==> src/rtl/pmio_pkg.sv <==
package pmio_pkg;

    // ------------------------------------------------------------
    // instruction cycle phases
    // ------------------------------------------------------------
    typedef enum logic [2:0] {
        PH_A1,
        PH_A2,
        PH_A3,
        PH_M1,
        PH_M2,
        PH_X1,
        PH_X2,
        PH_X3
    } phase_t;

    // ------------------------------------------------------------
    // opcodes and widths
    // ------------------------------------------------------------
    localparam logic [3:0] OPR_IO_GROUP      = 4'hE;
    localparam logic [3:0] OPA_PROG_WRITE    = 4'h3;
    localparam logic [3:0] OPA_WRITE_PORT    = 4'h2;
    localparam logic [3:0] OPA_READ_PORT     = 4'hA;
    localparam logic [3:0] OPR_SEND_REG_CTRL = 4'h2;
    localparam logic [3:0] PAGE_WRITE_CHAN   = 4'hF;
    localparam logic [7:0] ADDR_RESET        = 8'h00;
    localparam logic [3:0] PAGE_RESET        = 4'h0;
    localparam logic       HALF_RESET        = 1'b1;
    localparam int         FIFO_DEPTH        = 32;
    localparam int         FIFO_WIDTH        = 4;

endpackage

==> src/rtl/nibble_fifo.sv <==
`timescale 1ns/1ps
`default_nettype none

module nibble_fifo #(
    parameter int WIDTH = 4,
    parameter int DEPTH = 32
) (
    input  wire logic             clk_in,
    input  wire logic             reset_in,
    input  wire logic             in_valid_in,
    output logic                  in_ready_out,
    input  wire logic [WIDTH-1:0] in_data_in,
    output logic                  out_valid_out,
    input  wire logic             out_ready_in,
    output logic      [WIDTH-1:0] out_data_out
);

    localparam int AW = $clog2(DEPTH);

    logic [WIDTH-1:0] mem_q [DEPTH];
    logic [AW-1:0]    wr_q;
    logic [AW-1:0]    rd_q;
    logic [AW:0]      count_q;
    logic             push;
    logic             pop;

    assign in_ready_out  = (count_q != (AW+1)'(DEPTH));
    assign out_valid_out = (count_q != '0);
    assign push          = in_valid_in && in_ready_out;
    assign pop           = out_valid_out && out_ready_in;
    assign out_data_out  = mem_q[rd_q];

    always_ff @(posedge clk_in) begin
        if (push) begin
            mem_q[wr_q] <= in_data_in;
        end
    end

    always_ff @(posedge clk_in) begin
        if (reset_in) begin
            wr_q    <= '0;
            rd_q    <= '0;
            count_q <= '0;
        end else begin
            if (push) begin
                wr_q <= wr_q + 1'b1;
            end
            if (pop) begin
                rd_q <= rd_q + 1'b1;
            end
            count_q <= count_q + (AW+1)'(push) - (AW+1)'(pop);
        end
    end

endmodule // nibble_fifo

`default_nettype wire

==> src/rtl/program_memory_io_interface.sv <==
`timescale 1ns/1ps
`default_nettype none

module program_memory_io_interface (
    input  wire logic       clk_in,
    input  wire logic       reset_in,
    input  wire logic       sync_in,
    input  wire logic       program_command_line_in,
    input  wire logic [3:0] cpu_data_in,
    output logic      [3:0] cpu_data_out,
    output logic            cpu_data_oe_out,
    output logic      [7:0] address_out,
    output logic      [3:0] page_select_out,
    input  wire logic [7:0] memory_data_in,
    output logic            program_write_out,
    output logic            half_select_out,
    input  wire logic [3:0] port_bus_in,
    output logic      [3:0] port_bus_out,
    output logic            port_bus_oe_out,
    output logic            read_strobe_out,
    output logic            write_strobe_out,
    output logic            fifo_valid_out,
    input  wire logic       fifo_ready_in,
    output logic      [3:0] fifo_data_out,
    output logic            fifo_ready_out
);

    // ------------------------------------------------------------
    // input synchronisers
    // ------------------------------------------------------------
    logic       sync_s1_q;
    logic       sync_s2_q;
    logic       cmd_s1_q;
    logic       cmd_s2_q;
    logic [3:0] data_s1_q;
    logic [3:0] data_s2_q;
    logic [7:0] mem_s1_q;
    logic [7:0] mem_s2_q;
    logic [3:0] port_s1_q;
    logic [3:0] port_s2_q;

    always_ff @(posedge clk_in) begin
        if (reset_in) begin
            sync_s1_q <= 1'b0;
            sync_s2_q <= 1'b0;
            cmd_s1_q  <= 1'b0;
            cmd_s2_q  <= 1'b0;
            data_s1_q <= 4'h0;
            data_s2_q <= 4'h0;
            mem_s1_q  <= 8'h00;
            mem_s2_q  <= 8'h00;
            port_s1_q <= 4'h0;
            port_s2_q <= 4'h0;
        end else begin
            sync_s1_q <= sync_in;
            sync_s2_q <= sync_s1_q;
            cmd_s1_q  <= program_command_line_in;
            cmd_s2_q  <= cmd_s1_q;
            data_s1_q <= cpu_data_in;
            data_s2_q <= data_s1_q;
            mem_s1_q  <= memory_data_in;
            mem_s2_q  <= mem_s1_q;
            port_s1_q <= port_bus_in;
            port_s2_q <= port_s1_q;
        end
    end

    // ------------------------------------------------------------
    // phase tracking
    // ------------------------------------------------------------
    pmio_pkg::phase_t phase_q;

    always_ff @(posedge clk_in) begin
        if (reset_in) begin
            phase_q <= pmio_pkg::PH_A1;
        end else if (sync_s2_q) begin
            phase_q <= pmio_pkg::PH_A1;
        end else begin
            phase_q <= pmio_pkg::phase_t'(phase_q + 3'd1);
        end
    end

    function automatic logic is_phase(input pmio_pkg::phase_t p,
                                      input pmio_pkg::phase_t want);
        is_phase = (p == want);
    endfunction

    // ------------------------------------------------------------
    // address latch
    // ------------------------------------------------------------
    // eight-bit word address, four-bit page
    logic [7:0] prog_addr_q;
    logic [3:0] page_q;
    logic [7:0] ctrl_addr_q;
    logic       out_valid_q;

    always_ff @(posedge clk_in) begin
        if (reset_in) begin
            prog_addr_q <= pmio_pkg::ADDR_RESET;
        end else if (is_phase(phase_q, pmio_pkg::PH_A1)) begin
            prog_addr_q[3:0] <= data_s2_q;
        end else if (is_phase(phase_q, pmio_pkg::PH_A2)) begin
            prog_addr_q[7:4] <= data_s2_q;
        end
    end

    always_ff @(posedge clk_in) begin
        if (reset_in) begin
            page_q <= pmio_pkg::PAGE_RESET;
        end else if (is_phase(phase_q, pmio_pkg::PH_A3) && cmd_s2_q) begin
            page_q <= data_s2_q;
        end
    end

    // ------------------------------------------------------------
    // instruction decode
    // ------------------------------------------------------------
    logic [7:0] instr_q;
    logic       fetch_q;
    logic       src_pending_q;
    logic       src_hi_q;

    always_ff @(posedge clk_in) begin
        if (reset_in) begin
            fetch_q <= 1'b0;
        end else if (is_phase(phase_q, pmio_pkg::PH_A3)) begin
            fetch_q <= cmd_s2_q;
        end
    end

    always_ff @(posedge clk_in) begin
        if (reset_in) begin
            instr_q <= 8'h00;
        end else if (is_phase(phase_q, pmio_pkg::PH_M1) && fetch_q) begin
            instr_q <= mem_s2_q;
        end
    end

    logic op_io;
    logic op_prog_write;
    logic op_read_port;
    logic op_write_port;
    logic op_src;

    assign op_io         = fetch_q && (instr_q[7:4] == pmio_pkg::OPR_IO_GROUP);
    assign op_prog_write = op_io && (instr_q[3:0] == pmio_pkg::OPA_PROG_WRITE);
    assign op_read_port  = op_io && (instr_q[3:0] == pmio_pkg::OPA_READ_PORT);
    assign op_write_port = op_io && (instr_q[3:0] == pmio_pkg::OPA_WRITE_PORT);
    assign op_src        = fetch_q && (instr_q[7:4] == pmio_pkg::OPR_SEND_REG_CTRL)
                           && instr_q[0];

    always_ff @(posedge clk_in) begin
        if (reset_in) begin
            ctrl_addr_q <= pmio_pkg::ADDR_RESET;
        end else if (op_src && cmd_s2_q && is_phase(phase_q, pmio_pkg::PH_X2)) begin
            ctrl_addr_q[7:4] <= data_s2_q;
        end else if (op_src && is_phase(phase_q, pmio_pkg::PH_X3)) begin
            ctrl_addr_q[3:0] <= data_s2_q;
        end
    end

    always_ff @(posedge clk_in) begin
        if (reset_in) begin
            half_select_out <= pmio_pkg::HALF_RESET;
        end else if (op_prog_write && is_phase(phase_q, pmio_pkg::PH_X3)) begin
            half_select_out <= ~half_select_out;
        end
    end

    // ------------------------------------------------------------
    // address and page outputs
    // ------------------------------------------------------------
    // positive logic, no inversion on any line
    always_ff @(posedge clk_in) begin
        if (reset_in) begin
            address_out     <= pmio_pkg::ADDR_RESET;
            page_select_out <= pmio_pkg::PAGE_RESET;
            out_valid_q     <= 1'b0;
        end else if (is_phase(phase_q, pmio_pkg::PH_X1)) begin
            address_out <= ctrl_addr_q;
            page_select_out <= op_prog_write ? pmio_pkg::PAGE_WRITE_CHAN
                                             : ctrl_addr_q[7:4];
        end else if (is_phase(phase_q, pmio_pkg::PH_M1) && out_valid_q) begin
            address_out     <= prog_addr_q;
            page_select_out <= page_q;
        end else if (is_phase(phase_q, pmio_pkg::PH_A3) && cmd_s2_q) begin
            address_out     <= prog_addr_q;
            page_select_out <= data_s2_q;
            out_valid_q     <= 1'b1;
        end
    end

    always_ff @(posedge clk_in) begin
        if (reset_in) begin
            program_write_out <= 1'b0;
        end else begin
            program_write_out <= op_prog_write
                && (is_phase(phase_q, pmio_pkg::PH_X1)
                    || is_phase(phase_q, pmio_pkg::PH_X2));
        end
    end

    // ------------------------------------------------------------
    // transfer part
    // ------------------------------------------------------------
    // instruction nibbles and read port nibble to cpu
    always_ff @(posedge clk_in) begin
        if (reset_in) begin
            cpu_data_out    <= 4'h0;
            cpu_data_oe_out <= 1'b0;
        end else if (is_phase(phase_q, pmio_pkg::PH_M1) && fetch_q) begin
            cpu_data_out    <= mem_s2_q[7:4];
            cpu_data_oe_out <= 1'b1;
        end else if (is_phase(phase_q, pmio_pkg::PH_M2) && fetch_q) begin
            cpu_data_out    <= instr_q[3:0];
            cpu_data_oe_out <= 1'b1;
        end else if (is_phase(phase_q, pmio_pkg::PH_X2) && op_read_port) begin
            cpu_data_out    <= port_s2_q;
            cpu_data_oe_out <= 1'b1;
        end else begin
            cpu_data_oe_out <= 1'b0;
        end
    end

    always_ff @(posedge clk_in) begin
        if (reset_in) begin
            read_strobe_out <= 1'b0;
        end else begin
            read_strobe_out <= op_read_port && is_phase(phase_q, pmio_pkg::PH_X1);
        end
    end

    // ------------------------------------------------------------
    // outbound nibble buffer
    // ------------------------------------------------------------
    logic       push_valid;
    logic [3:0] fifo_out_data;
    logic       fifo_out_valid;
    logic       fifo_in_ready;

    assign push_valid = (op_write_port || op_prog_write)
                        && is_phase(phase_q, pmio_pkg::PH_X2);

    nibble_fifo #(
        .WIDTH (pmio_pkg::FIFO_WIDTH),
        .DEPTH (pmio_pkg::FIFO_DEPTH)
    ) u_fifo (
        .clk_in        (clk_in),
        .reset_in      (reset_in),
        .in_valid_in   (push_valid),
        .in_ready_out  (fifo_in_ready),
        .in_data_in    (data_s2_q),
        .out_valid_out (fifo_out_valid),
        .out_ready_in  (fifo_ready_in),
        .out_data_out  (fifo_out_data)
    );

    assign fifo_valid_out = fifo_out_valid;
    assign fifo_data_out  = fifo_out_data;
    assign fifo_ready_out = fifo_in_ready;

    // port bus shows the nibble one clock later, only while the buffer has room; the buffer copy is for a slow consumer
    always_ff @(posedge clk_in) begin
        if (reset_in) begin
            port_bus_out     <= 4'h0;
            port_bus_oe_out  <= 1'b0;
            write_strobe_out <= 1'b0;
        end else begin
            if (push_valid) begin
                port_bus_out <= data_s2_q;
            end
            port_bus_oe_out  <= push_valid && fifo_in_ready;
            write_strobe_out <= push_valid && op_write_port && fifo_in_ready;
        end
    end

endmodule // program_memory_io_interface

`default_nettype wire

==> config.mk <==
export PLATFORM = sky130hd
export DESIGN_NAME = program_memory_io_interface
export DESIGN_NICKNAME = d
export VERILOG_FILES = /design/src/rtl/pmio_pkg.sv /design/src/rtl/nibble_fifo.sv /design/src/rtl/program_memory_io_interface.sv
export SDC_FILE = /design/constraint.sdc
export NUM_CORES = 1
export LEC_CHECK = 0
export ABC_CLOCK_PERIOD_IN_PS = 3550
export BUFFER_PORTS_ARGS = -buffer_cell sky130_fd_sc_hd__buf_2
export CORE_ASPECT_RATIO = 0.8
export CORE_MARGIN = 2
export CORE_UTILIZATION = 30
export DETAILED_ROUTE_END_ITERATION = 16
export SLEW_MARGIN = 20
export SYNTH_ARGS = -nofsm -noshare
export SYNTH_HDL_FRONTEND = slang
export SYNTH_SLANG_ARGS = --single-unit
==> constraint.sdc <==
create_clock -name clk_in -period 3.55 [get_ports clk_in]
set_input_delay 0.355 -clock clk_in [delete_from_list [all_inputs] [get_ports clk_in]]
set_output_delay 0.355 -clock clk_in [all_outputs]
set_load 0.03 [all_outputs]
# Word-level counts from Yosys, hierarchy flattened
# Memory sizes are Yosys's and may differ from the RTL's. A register that Yosys moved wholly into a read port is not among the register bits.
# Cells that the tools add are included.
# W data, S select, Z words.
# totals
ff_bits	111
ram_bits	128
output_inout_bits	32
wordCells	105
n_memories	1
# mem_list
name	words	word_bits	read_ports	rd_clocked_by_memory_dff	wr	line	source
u_fifo.mem_q	32	4	1	1	1	nibble_fifo.sv:20	logic [WIDTH-1:0] mem_q [DEPTH];
# op_classes
add_sub_neg	5
eq_ne	13
n_mux	17
n_bitwise	5
n_reduce_logical	32
# ops
operator	count
$mux W4	7
$mux W8	3
$logic_and A1 B1 Y1	22
$eq A3 B3 Y1 const B	4
$eq A4 B2 Y1 const B	3
$add A5 B1 Y5 const B	2
$mux W5	2
$eq A4 B4 Y1 const B	2
$add A6 B1 Y6	1
$eq A3 B2 Y1 const B	2
$ne A6 B6 Y1 const B	1
$reduce_bool A3 Y1	2
$reduce_bool A6 Y1	1
$sub A6 B1 Y6	1
$mux W1	5
$not A1 Y1	5
$reduce_and A2 Y1	2
$add A3 B1 Y3 const B	1
$eq A3 B1 Y1 const B	1
$logic_not A3 Y1	1
$reduce_and A3 Y1	1
$logic_or A1 B1 Y1	2
$reduce_or A2 Y1	1

# Longest topological paths before layout
# Gate-level depths: netlist of run 1.
# depth
word_depth	8
mapped_depth	15
ltp_nobuf	14

# Hierarchy
# A second synthesis of run 1 with hierarchy kept.
# hier_totals
hier_cells	752
area_unflattened_um2	9683.0
# modules_own_cells
mod	instances	cells_each	area_each_um2
nibble_fifo	1	399	6190.9
program_memory_io_interface	1	353	3492.1

# Least setup slack after synthesis of run 1
# OpenSTA, ideal clock, no wires.
# synth_path
path_kind	register -> register
from	register u_fifo.count_q[2]
to	register u_fifo.count_q[4]
setup_ns	0.132
arrival_time_ns	2.627
required_time_ns	3.418
slack_ns	0.791
stages_incl_launch_ff	16
n_path_buf	1
path_cell_list	dfxtp_1 inv_1 ha_1 nand4bb_1 clkbuf_1 nand2_1 inv_1 ha_1 inv_1 ha_1 inv_1 fa_1 nand2b_1 a21oi_1 o21a_1 nor3_1
# synth_rtl
element	line	source
start, declared	nibble_fifo.sv:23	logic [AW:0] count_q;
start signal, assigned	nibble_fifo.sv:51	count_q <= count_q + (AW+1)'(push) - (AW+1)'(pop);
$reduce_bool A6 Y1	nibble_fifo.sv:28	assign out_valid_out = (count_q != '0);
net fifo_valid_out	program_memory_io_interface.sv:22	output logic fifo_valid_out,
$logic_and A1 B1 Y1	nibble_fifo.sv:30	assign pop = out_valid_out && out_ready_in;
$sub A6 B1 Y6	nibble_fifo.sv:51	
# The timed path passes the listed nets, and every way through them passes these cells.
# A chain may end at the register's enable or synchronous reset.

==> flow_metrics.py, run 1 <==
metrics = {
    "drt": {
        "routed_via_density": 4.66,
        "wl_per_cell_um": 16.3,
        "first_iter_violations": 428,
        "antenna_left": 0,
        "num_vias": 5816,
        "firstDrtPassIters": 5,
        "wl_um": 20400,
        "drc_errors": 0,
    },
    "global_routing": {
        "met3_usage_pct": 2.70,
        "grt_pass1_wl_um": 32000,
        "globalRouteOverflowTotal": 0,
        "grt_pass1_vias": 5661,
        "grt_usage_pct": 12.2,
        "grt_busiest_layer": "met1",
        "grt_start_max_net_pins": 71,
        "met2_usage_pct": 18.0,
        "antenna_found_initial": 0,
        "grt_use_met1_pct": 18.0,
    },
    "power_and_ir_drop": {
        "power_leakage_nw": 4.01,
        "vdd_drop_max_uv": 328,
        "power_density_nw_per_um2": 578,
    },
    "layout": {
        "fin_nets": 855,
        "seq_area_um2": 6170,
        "drive_gt1_share_pct": 14.8,
        "fill_cells": 3084,
        "diodes": 0,
        "syn_to_final_growth_pct": 15.0,
        "multiInputGateArea_um2": 3210,
    },
    "synthesis": {
        "ys_warn_count": 0,
        "syn-num-nets": 810,
        "synth_top_area_share_pct": 39.8,
        "synth_area_um2": 9670,
        "ys_top_cells_by_count": "edfxtp_1 (128), dfxtp_1 (116), nor2_1 (83)",
        "ys_ff_latch": 244,
        "syn_area_per_cell_um2": 12.6,
        "syn_inst": 768,
        "synth_seq_area_share_pct": 63.8,
        "ys_top_cells_by_area": "edfxtp_1 (40%), dfxtp_1 (24%), mux2i_1 (5.8%), nor2_1 (3.2%), ha_1 (2.6%)",
        "synth_top_area_cell": "edfxtp_1",
        "synth_edf_count": 128,
        "synth.most_common_cell": "edfxtp_1",
        "ys_types": 53,
        "async_flop_share_pct": 0,
        "ys.flop_type": "edfxtp_1",
    },
    "worst_setup_path": {
        "cp_cell_sequence": "buf_4 > mux4_2 > a221oi_1 > nand3_1 > buf_2",
        "crit_arrival_ns": 2.81,
        "slowest_stage": "dfxtp_1",
        "cpLargestDelayFamily": "flip-flops",
        "rr_startpoint": "phase_q[2]$_SDFF_PP0_",
        "cp-end-kind": "output pin",
        "max_stage_delay_ns": 0.63,
        "path_class": "register to output pin",
        "cp_num_buf_inv": 2,
        "startpoint_type": "register",
        "r2r_cells": 12,
        "crit_path_max_fanout": 12,
        "worstPathRequired_ns": 3.19,
        "crit_cells": 5,
    },
    "die": {
        "dieArea_um2": 33700,
        "start_util_pct": 30.6,
        "fp.dieW_um": 205,
        "rows": 58,
        "coreArea_um2": 31600,
        "die_h_um": 165,
        "pin_count": 53,
    },
    "flow_run": {
        "maxCapViolations": 0,
    },
    "clock_tree": {
        "clkSinkCount": 244,
        "cts_root_buf": "clkbuf_16",
        "cts_hold_buf": 0,
        "worstSkewPairLatency_ns": 0.52,
        "cts_tree": "done",
        "post_cts_buffers": 0,
        "numCtsBuffers": 23,
        "cts_buffer_depth": 3,
        "cts_max_level": 1,
        "clk_pin_slew_ns": 0.07,
        "cts.repair.resized": 0,
    },
    "placed_design": {
        "dp_hpwl_um": 13400,
        "portBuffers": 52,
        "gp_congestion": 0.812,
    },
    "sta": {
        "slew_headroom_pct": 32.0,
        "min_period_ns": 3.16,
        "rsz0062_at_grt": "no",
        "holdWs_ns": 0.0355,
        "tightest_slew_ns": 1.02,
        "max_freq_mhz": 316,
        "slew_violations": 0,
        "fin_setup_tns_ns": 0,
        "finalClockSkew_ns": 0.0141,
        "setup_violations": 0,
        "period_share_pct": 89.0,
        "hold_viol": 0,
    },
    "status": {
        "run_status": "finished, final reports clean",
    },
    "worst_hold_path": {
        "min-delay-start": "port_bus_in[1]",
        "hold_path_depth": 2,
        "hold_path.class": "primary input to register",
    },
}
## report_power, final
group,total [mW],internal (mW),switching [mW]
Sequential,3.10,3.03,0.0704
Combinational,0.769,0.312,0.457
Clock,2.56,1.50,1.06
Total,6.43,4.85,1.58
## state kept, by name (all words and copies together), names as in the netlist, 3 cells and up, named ones only
register and cells:
u_fifo.mem_q 128, address_out 8, ctrl_addr_q 8, instr_q 8
mem_s1_q 8, mem_s2_q 8, prog_addr_q 8, u_fifo.count_q 6
u_fifo.rd_q 5, u_fifo.wr_q 5, cpu_data_out 4, data_s1_q 4
data_s2_q 4, page_q 4, page_select_out 4, port_bus_out 4
port_s1_q 4, port_s2_q 4, phase_q 3
## kinds of logic (layout without fill, tap and decap cells)
family	count (synthesis)	in the layout	synth area share, %
DFF	244	244	63.8
AOI/OAI and AO/OA	87	87	6.19
muxes	73	73	9.83
xor gates and xnor gates	7	7	0.634
and+or+nand+nor	271	271	13.8
adders and majority gates	21	21	2.80
buffers and inverters	65	126	3.00
## metrics by stage
step	setup slack [ns]	area (µm²)	total power, mW	utilization [%]	cells
after CTS	0.361	11100	6.48	35.2	1249
after global routing	0.200	11100	6.69	35.2	1249
after global placement	0.823	10300	3.92	32.7	1208
after detailed placement	0.738	10300	3.94	32.7	1208
after floorplan	0.791	9670	3.75	-	768
final	0.390	11100	6.43	35.2	1249
## final cells by class
| class | instances | area share (%) |
|---|---|---|
| clock inverter | 10 | 1.25 |
| inverter | 22 | 0.743 |
| multi-input combinational | 459 | 28.9 |
| sequential | 244 | 55.5 |
| clock buffer | 31 | 5.81 |
| tap | 420 | 4.73 |
| timing repair buffer | 63 | 3.11 |
## worst paths after layout
kind	end	slack, ns
worst max register to register	u_fifo.count_q[4]$_SDFF_PP0_	0.69
worst min register to register	instr_q[2]$_SDFFE_PP0P_	0.44
worst min-delay path	port_s1_q[1]$_SDFF_PP0_	0.04
worst max-delay path	fifo_data_out[1]	0.39
## cell usage in the layout, fill, tap and decap left out, types with 5 or more instances in the layout
| cell type | netlist | routed |
|---|---|---|
| buf_2 | 9 | 51 |
| nor4_1 | 6 | 6 |
| a221oi_1 | 8 | 8 |
| and3_1 | 5 | 5 |
| a311oi_1 | 8 | 8 |
| nand2_1 | 60 | 60 |
| o21ai_0 | 9 | 9 |
| buf_4 | 1 | 12 |
| a22oi_1 | 8 | 8 |
| and2_1 | 5 | 5 |
| clkbuf_16 | 0 | 23 |
| inv_1 | 21 | 21 |
| xor2_1 | 6 | 6 |
| nor3b_1 | 5 | 5 |
| nor2b_1 | 40 | 40 |
| nand3_1 | 38 | 38 |
| mux4_2 | 11 | 11 |
| ha_1 | 20 | 20 |
| nor2_1 | 83 | 83 |
| a21oi_1 | 30 | 30 |
| edfxtp_1 | 128 | 128 |
| dfxtp_1 | 116 | 115 |
| mux2i_1 | 56 | 56 |
| a41o_1 | 5 | 5 |
| mux4_1 | 5 | 5 |
## layer usage
| layer | part of all wire, % | wire length, µm | up-vias |
|---|---|---|---|
| li1 | - | - | 2858 |
| met1 | 50 | 10100 | 2783 |
| met5 | 0 | 0 | - |
| met2 | 43 | 8680 | 143 |
| met4 | 2.0 | 401 | 0 |
| met3 | 5.7 | 1170 | 32 |
No activity file was read; power rests on OpenSTA's default activity.
==> inputs of run 2 (changes only) <==
ABC_AREA = 1   (was not set)
==> flow_metrics.py, run 2 <==
metrics = {
    "status": {
        "run_status": "finished, final reports clean",
    },
    "synthesis": {
        "ys_top_cells_by_count": "nand2_1 (255), edfxtp_1 (128), nand3_1 (122)",
        "ys_types": 31,
        "synth_area_um2": 9770,
        "ys_ff_latch": 244,
        "async_flop_share_pct": 0,
        "synth.most_common_cell": "nand2_1",
        "ys_warn_count": 0,
        "syn_inst": 1038,
        "ys_top_cells_by_area": "edfxtp_1 (39%), dfxtp_1 (24%), nand2_1 (9.8%), nand3_1 (6.2%), nor2_1 (4.3%)",
        "synth_top_area_share_pct": 39.3,
        "synth_edf_count": 128,
        "syn_area_per_cell_um2": 9.42,
        "synth_seq_area_share_pct": 63.1,
        "ys.flop_type": "edfxtp_1",
        "synth_top_area_cell": "edfxtp_1",
        "syn-num-nets": 1080,
    },
    "power_and_ir_drop": {
        "power.share.combinational_pct": 15.7,
        "swShare_pct": 27.7,
        "seqPwrFrac_pct": 47.7,
        "p_clk_share_pct": 36.6,
        "power_density_nw_per_um2": 588,
        "power_leakage_nw": 4.36,
        "vdd_drop_max_uv": 302,
        "internal-power_mw": 4.75,
        "p_switching_mw": 1.82,
    },
    "layout": {
        "final_area_um2": 11200,
        "largest_register_ffs": 128,
        "largest-register": "u_fifo.mem_q",
        "fill_cells": 3336,
        "syn_to_final_growth_pct": 14.3,
        "fin_nets": 1118,
        "layout_common_cells": "nand2_1 (255), edfxtp_1 (128), nand3_1 (122), nor2_1 (112), dfxtp_1 (111)",
        "drive_gt1_share_pct": 9.79,
        "diodes": 0,
        "final_common_cell": "nand2_1",
    },
    "sta": {
        "slew_headroom_pct": 31.0,
        "hold_viol": 0,
        "fin_setup_tns_ns": 0,
        "min_period_ns": 3.14,
        "setup_violations": 0,
        "tightest_slew_ns": 1.03,
        "max_freq_mhz": 319,
        "finalClockSkew_ns": 0.0196,
        "slew_violations": 0,
        "rsz0062_at_grt": "no",
        "period_share_pct": 88.4,
    },
    "worst_setup_path": {
        "path_class": "register to output pin",
        "cp-end-kind": "output pin",
        "startpoint_type": "register",
        "crit_arrival_ns": 2.78,
        "worstPathRequired_ns": 3.19,
        "crit_path_max_fanout": 32,
    },
    "global_routing": {
        "grt_usage_pct": 13.0,
        "grt_start_max_net_pins": 52,
        "grt_pass1_wl_um": 35100,
        "antenna_found_initial": 1,
        "globalRouteOverflowTotal": 0,
        "grt_pass1_vias": 6500,
    },
    "drt": {
        "num_vias": 6926,
        "wl_per_cell_um": 14.4,
        "antenna_left": 0,
        "firstDrtPassIters": 5,
        "routed_via_density": 4.56,
        "first_iter_violations": 461,
        "wl_um": 21900,
        "drc_errors": 0,
    },
    "placed_design": {
        "portBuffers": 52,
        "gp_congestion": 0.810,
        "place_area_um2": 10400,
        "dp_hpwl_um": 14000,
    },
    "die": {
        "pin_count": 53,
        "fp.dieW_um": 206,
        "dieArea_um2": 34100,
        "start_util_pct": 30.2,
        "coreArea_um2": 32300,
        "rows": 59,
        "die_h_um": 165,
    },
    "clock_tree": {
        "cts_tree": "done",
        "cts_hold_buf": 0,
        "cts_buffer_depth": 3,
        "post_cts_buffers": 0,
        "cts_root_buf": "clkbuf_16",
        "numCtsBuffers": 23,
        "clk_pin_slew_ns": 0.06,
        "worstSkewPairLatency_ns": 0.52,
        "cts_max_level": 1,
        "cts.repair.resized": 0,
        "clkSinkCount": 244,
    },
    "worst_hold_path": {
        "hold_path.class": "primary input to register",
    },
    "flow_run": {
        "maxCapViolations": 0,
    },
}
run 2: worst paths after layout:
check                                                   from                            to  slack (ns)  cells after the start
worst min register to register       data_s1_q[0]$_SDFF_PP0_       data_s2_q[0]$_SDFF_PP0_        0.39                      2
worst min-delay path                          port_bus_in[3]       port_s1_q[3]$_SDFF_PP0_        0.03                      3
worst max register to register  u_fifo.count_q[4]$_SDFF_PP0_  u_fifo.count_q[4]$_SDFF_PP0_        0.74                     13
worst max-delay path                                register              fifo_data_out[2]        0.41                      9
run 2: power by group through the flow:
stage,Combinational (mW),Sequential [mW],Clock (mW)
2_1_floorplan,0.782,3.15,0
3_3_place_gp,1.02,3.19,0
6_report,1.03,3.13,2.40
3_5_place_dp,1.03,3.20,0
4_1_cts,1.04,3.13,2.45
5_1_grt,1.18,3.14,2.57
run 2: per-layer routing:
layer  vias to the layer above  part of all wire (%)  global-route usage, %
li1                       3501                     -                      -
met1                      3217                    50                   19.1
met2                       173                    42                   19.8
met3                        33                   6.5                   2.86
met4                         2                   1.3                   2.27
met5                         -                 0.059                      0
run 2: cell type report:
type	instances	area (µm²)	share of cell area (%)
Clock buffer	33	663	5.94
Tap cell	427	534	4.78
Sequential cell	244	6170	55.2
Timing Repair Buffer	59	325	2.91
Multi-Input combinational cell	650	3040	27.2
Inverter	98	368	3.29
Clock inverter	9	68.8	0.616
run 2: critical path: stages (launching register included):
cell and delay [ns]:
dfxtp_1 0.33, clkinv_1 0.79, nand3_1 0.39, nand3_1 0.18, nand2_1 0.10, nand2_1 0.05
nand2_1 0.08, nand2_1 0.05, nand2_1 0.09, buf_2 0.21
run 2: kinds of logic (layout without fill, tap and decap cells):
family	Yosys count	in the layout	share of synthesized area, %
AND/OR/NAND/NOR	508	508	21.8
flip-flops	244	244	63.1
buffers and inverters	144	199	5.81
AO/OA/AOI/OAI	118	118	6.23
adder cells (fa/ha/maj)	21	21	2.76
XOR/XNOR	3	3	0.269
run 2: stage by stage:
step	utilization, %	hold slack, ns	instances	total power, mW	setup slack [ns]
6_report	34.6	0.0297	1520	6.57	0.412
5_1_grt	34.6	0.0174	1520	6.90	0.139
4_1_cts	34.6	0.0129	1520	6.62	0.624
3_5_place_dp	32.3	0.384	1478	4.23	0.736
3_3_place_gp	32.3	0.382	1478	4.22	0.860
2_1_floorplan	-	0.388	1038	3.93	0.711
==> inputs of run 3 (changes only) <==
ABC_CLOCK_PERIOD_IN_PS = 3500   (was 3550)
CORE_MARGIN = 3   (was 2)
clock period = 3.5 ns   (was 3.55 ns; I/O delays follow)
==> flow_metrics.py, run 3 (synthesis results as in run 2) <==
metrics = {
    "power_and_ir_drop": {
        "swShare_pct": 26.9,
        "p_clk_share_pct": 39.8,
        "power_density_nw_per_um2": 619,
        "vdd_drop_max_uv": 321,
        "power.share.combinational_pct": 15.3,
        "power_leakage_nw": 4.44,
        "internal-power_mw": 5.12,
        "finalPower_mw": 7.00,
        "seqPwrFrac_pct": 44.9,
        "p_switching_mw": 1.88,
    },
    "drt": {
        "wl_met1_um": 10600,
        "wl_um": 21700,
        "antenna_left": 0,
        "drc_errors": 0,
        "num_vias": 6989,
        "route.met2.wl_um": 9500,
        "firstDrtPassIters": 5,
        "wl_met3_um": 1230,
        "first_iter_violations": 526,
        "routed.top_layer": "met4",
        "wl_per_cell_um": 14.3,
        "routed_via_density": 4.61,
    },
    "placed_design": {
        "dp_hpwl_um": 13800,
        "gp_congestion": 0.803,
        "place_area_um2": 10400,
        "portBuffers": 52,
    },
    "worst_hold_path": {
        "hold_path_end": "cmd_s1_q$_SDFF_PP0_",
        "hold_path.class": "primary input to register",
        "hold_path_depth": 3,
        "min-delay-start": "program_command_line_in",
    },
    "worst_setup_path": {
        "r2r_cells": 13,
        "r2r_end": "u_fifo.count_q[4]$_SDFF_PP0_",
        "crit_arrival_ns": 2.55,
        "path_class": "register to output pin",
        "startpoint_type": "register",
        "cp-end-kind": "output pin",
        "rrSetupSlack_ns": 0.75,
        "worstPathRequired_ns": 3.15,
        "crit_path_max_fanout": 33,
        "rr_startpoint": "u_fifo.count_q[2]$_SDFF_PP0_",
    },
    "layout": {
        "fill_cells": 3202,
        "largest_register_ffs": 128,
        "multiInputGateArea_um2": 3040,
        "layout_common_cells": "nand2_1 (255), edfxtp_1 (128), nand3_1 (122), nor2_1 (112), dfxtp_1 (112)",
        "diodes": 0,
        "syn_to_final_growth_pct": 15.8,
        "drive_gt1_share_pct": 10.4,
        "final_common_cell": "nand2_1",
        "largest-register": "u_fifo.mem_q",
        "seq_area_um2": 6170,
        "final_core_util_pct": 35.6,
        "final_area_um2": 11300,
        "fin_nets": 1120,
    },
    "global_routing": {
        "grt_usage_pct": 12.3,
        "grt_start_max_net_pins": 65,
        "grt_pass1_vias": 6862,
        "antenna_found_initial": 0,
        "globalRouteOverflowTotal": 0,
        "grt_pass1_wl_um": 35500,
    },
    "sta": {
        "holdWs_ns": 0.0228,
        "rsz0062_at_grt": "no",
        "hold_viol": 0,
        "fin_setup_tns_ns": 0,
        "slew_violations": 0,
        "finalClockSkew_ns": 0.0169,
        "setup_violations": 0,
        "period_share_pct": 82.9,
        "max_freq_mhz": 345,
        "slew_headroom_pct": 38.7,
        "tightest_slew_ns": 0.920,
        "min_period_ns": 2.90,
    },
    "die": {
        "pin_count": 53,
        "dieArea_um2": 34800,
        "coreArea_um2": 31800,
        "rows": 58,
        "fp.dieW_um": 208,
        "start_util_pct": 30.8,
        "die_h_um": 167,
    },
    "clock_tree": {
        "cts_tree": "done",
        "cts_root_buf": "clkbuf_16",
        "cts_max_level": 1,
        "cts.repair.resized": 0,
        "cts_hold_buf": 0,
        "clkSinkCount": 244,
        "post_cts_buffers": 0,
        "numCtsBuffers": 24,
        "clk_pin_slew_ns": 0.07,
        "worstSkewPairLatency_ns": 0.52,
        "cts_buffer_depth": 3,
    },
    "status": {
        "run_status": "finished, final reports clean",
    },
    "flow_run": {
        "maxCapViolations": 0,
    },
}
-- run 3: how the worst max path moves through the flow --
stage / start / endpoint / cells past startpoint
floorplan: u_fifo.count_q[2]$_SDFF_PP0_ / u_fifo.count_q[4]$_SDFF_PP0_ / 13
global placement: u_fifo.count_q[2]$_SDFF_PP0_ / u_fifo.count_q[4]$_SDFF_PP0_ / 13
detailed placement: u_fifo.count_q[2]$_SDFF_PP0_ / u_fifo.count_q[4]$_SDFF_PP0_ / 13
CTS: register / fifo_data_out[2] / 9
global route: register / fifo_data_out[2] / 11
finish: register / fifo_data_out[3] / 11
-- run 3: power by group through the flow --
stage / combinational, mW / sequential, mW / clock [mW]
after detailed placement: 1.07 / 3.21 / 0
after floorplan: 0.793 / 3.19 / 0
final: 1.07 / 3.14 / 2.79
after global placement: 1.06 / 3.21 / 0
after CTS: 1.07 / 3.14 / 2.84
after global routing: 1.23 / 3.16 / 2.96
-- run 3: critical path, stage by stage, from the launching register on --
cell     delay (ns)
dfxtp_2        0.32
inv_2          0.41
buf_4          0.43
nand2_1        0.09
nand3_1        0.11
nand3_1        0.10
nand2_1        0.09
nand2_1        0.05
nand2_1        0.06
nand2_1        0.04
nand2_1        0.10
buf_2          0.21
-- run 3: metrics by stage --
stage,worst slack [ns],std cells
after floorplan,0.661,1038
after global placement,0.769,1472
after detailed placement,0.721,1472
after CTS,0.550,1516
after global routing,0.376,1516
final,0.598,1516
-- run 3: cell type report --
cell class,instances,share of cell area (%)
well taps,420,4.64
inverters,98,3.25
clock buffers,40,7.31
clock inverters,4,0.553
repair buffers,60,2.83
multi-input cells,650,26.9
flip-flops and latches,244,54.5
-- run 3: routing by layer --
layer  vias to the layer above  GRT usage [%]
met3                        31           2.19
met2                       186           19.4
met4                         0           2.43
met5                         -              0
li1                       3507              -
met1                      3265           17.8
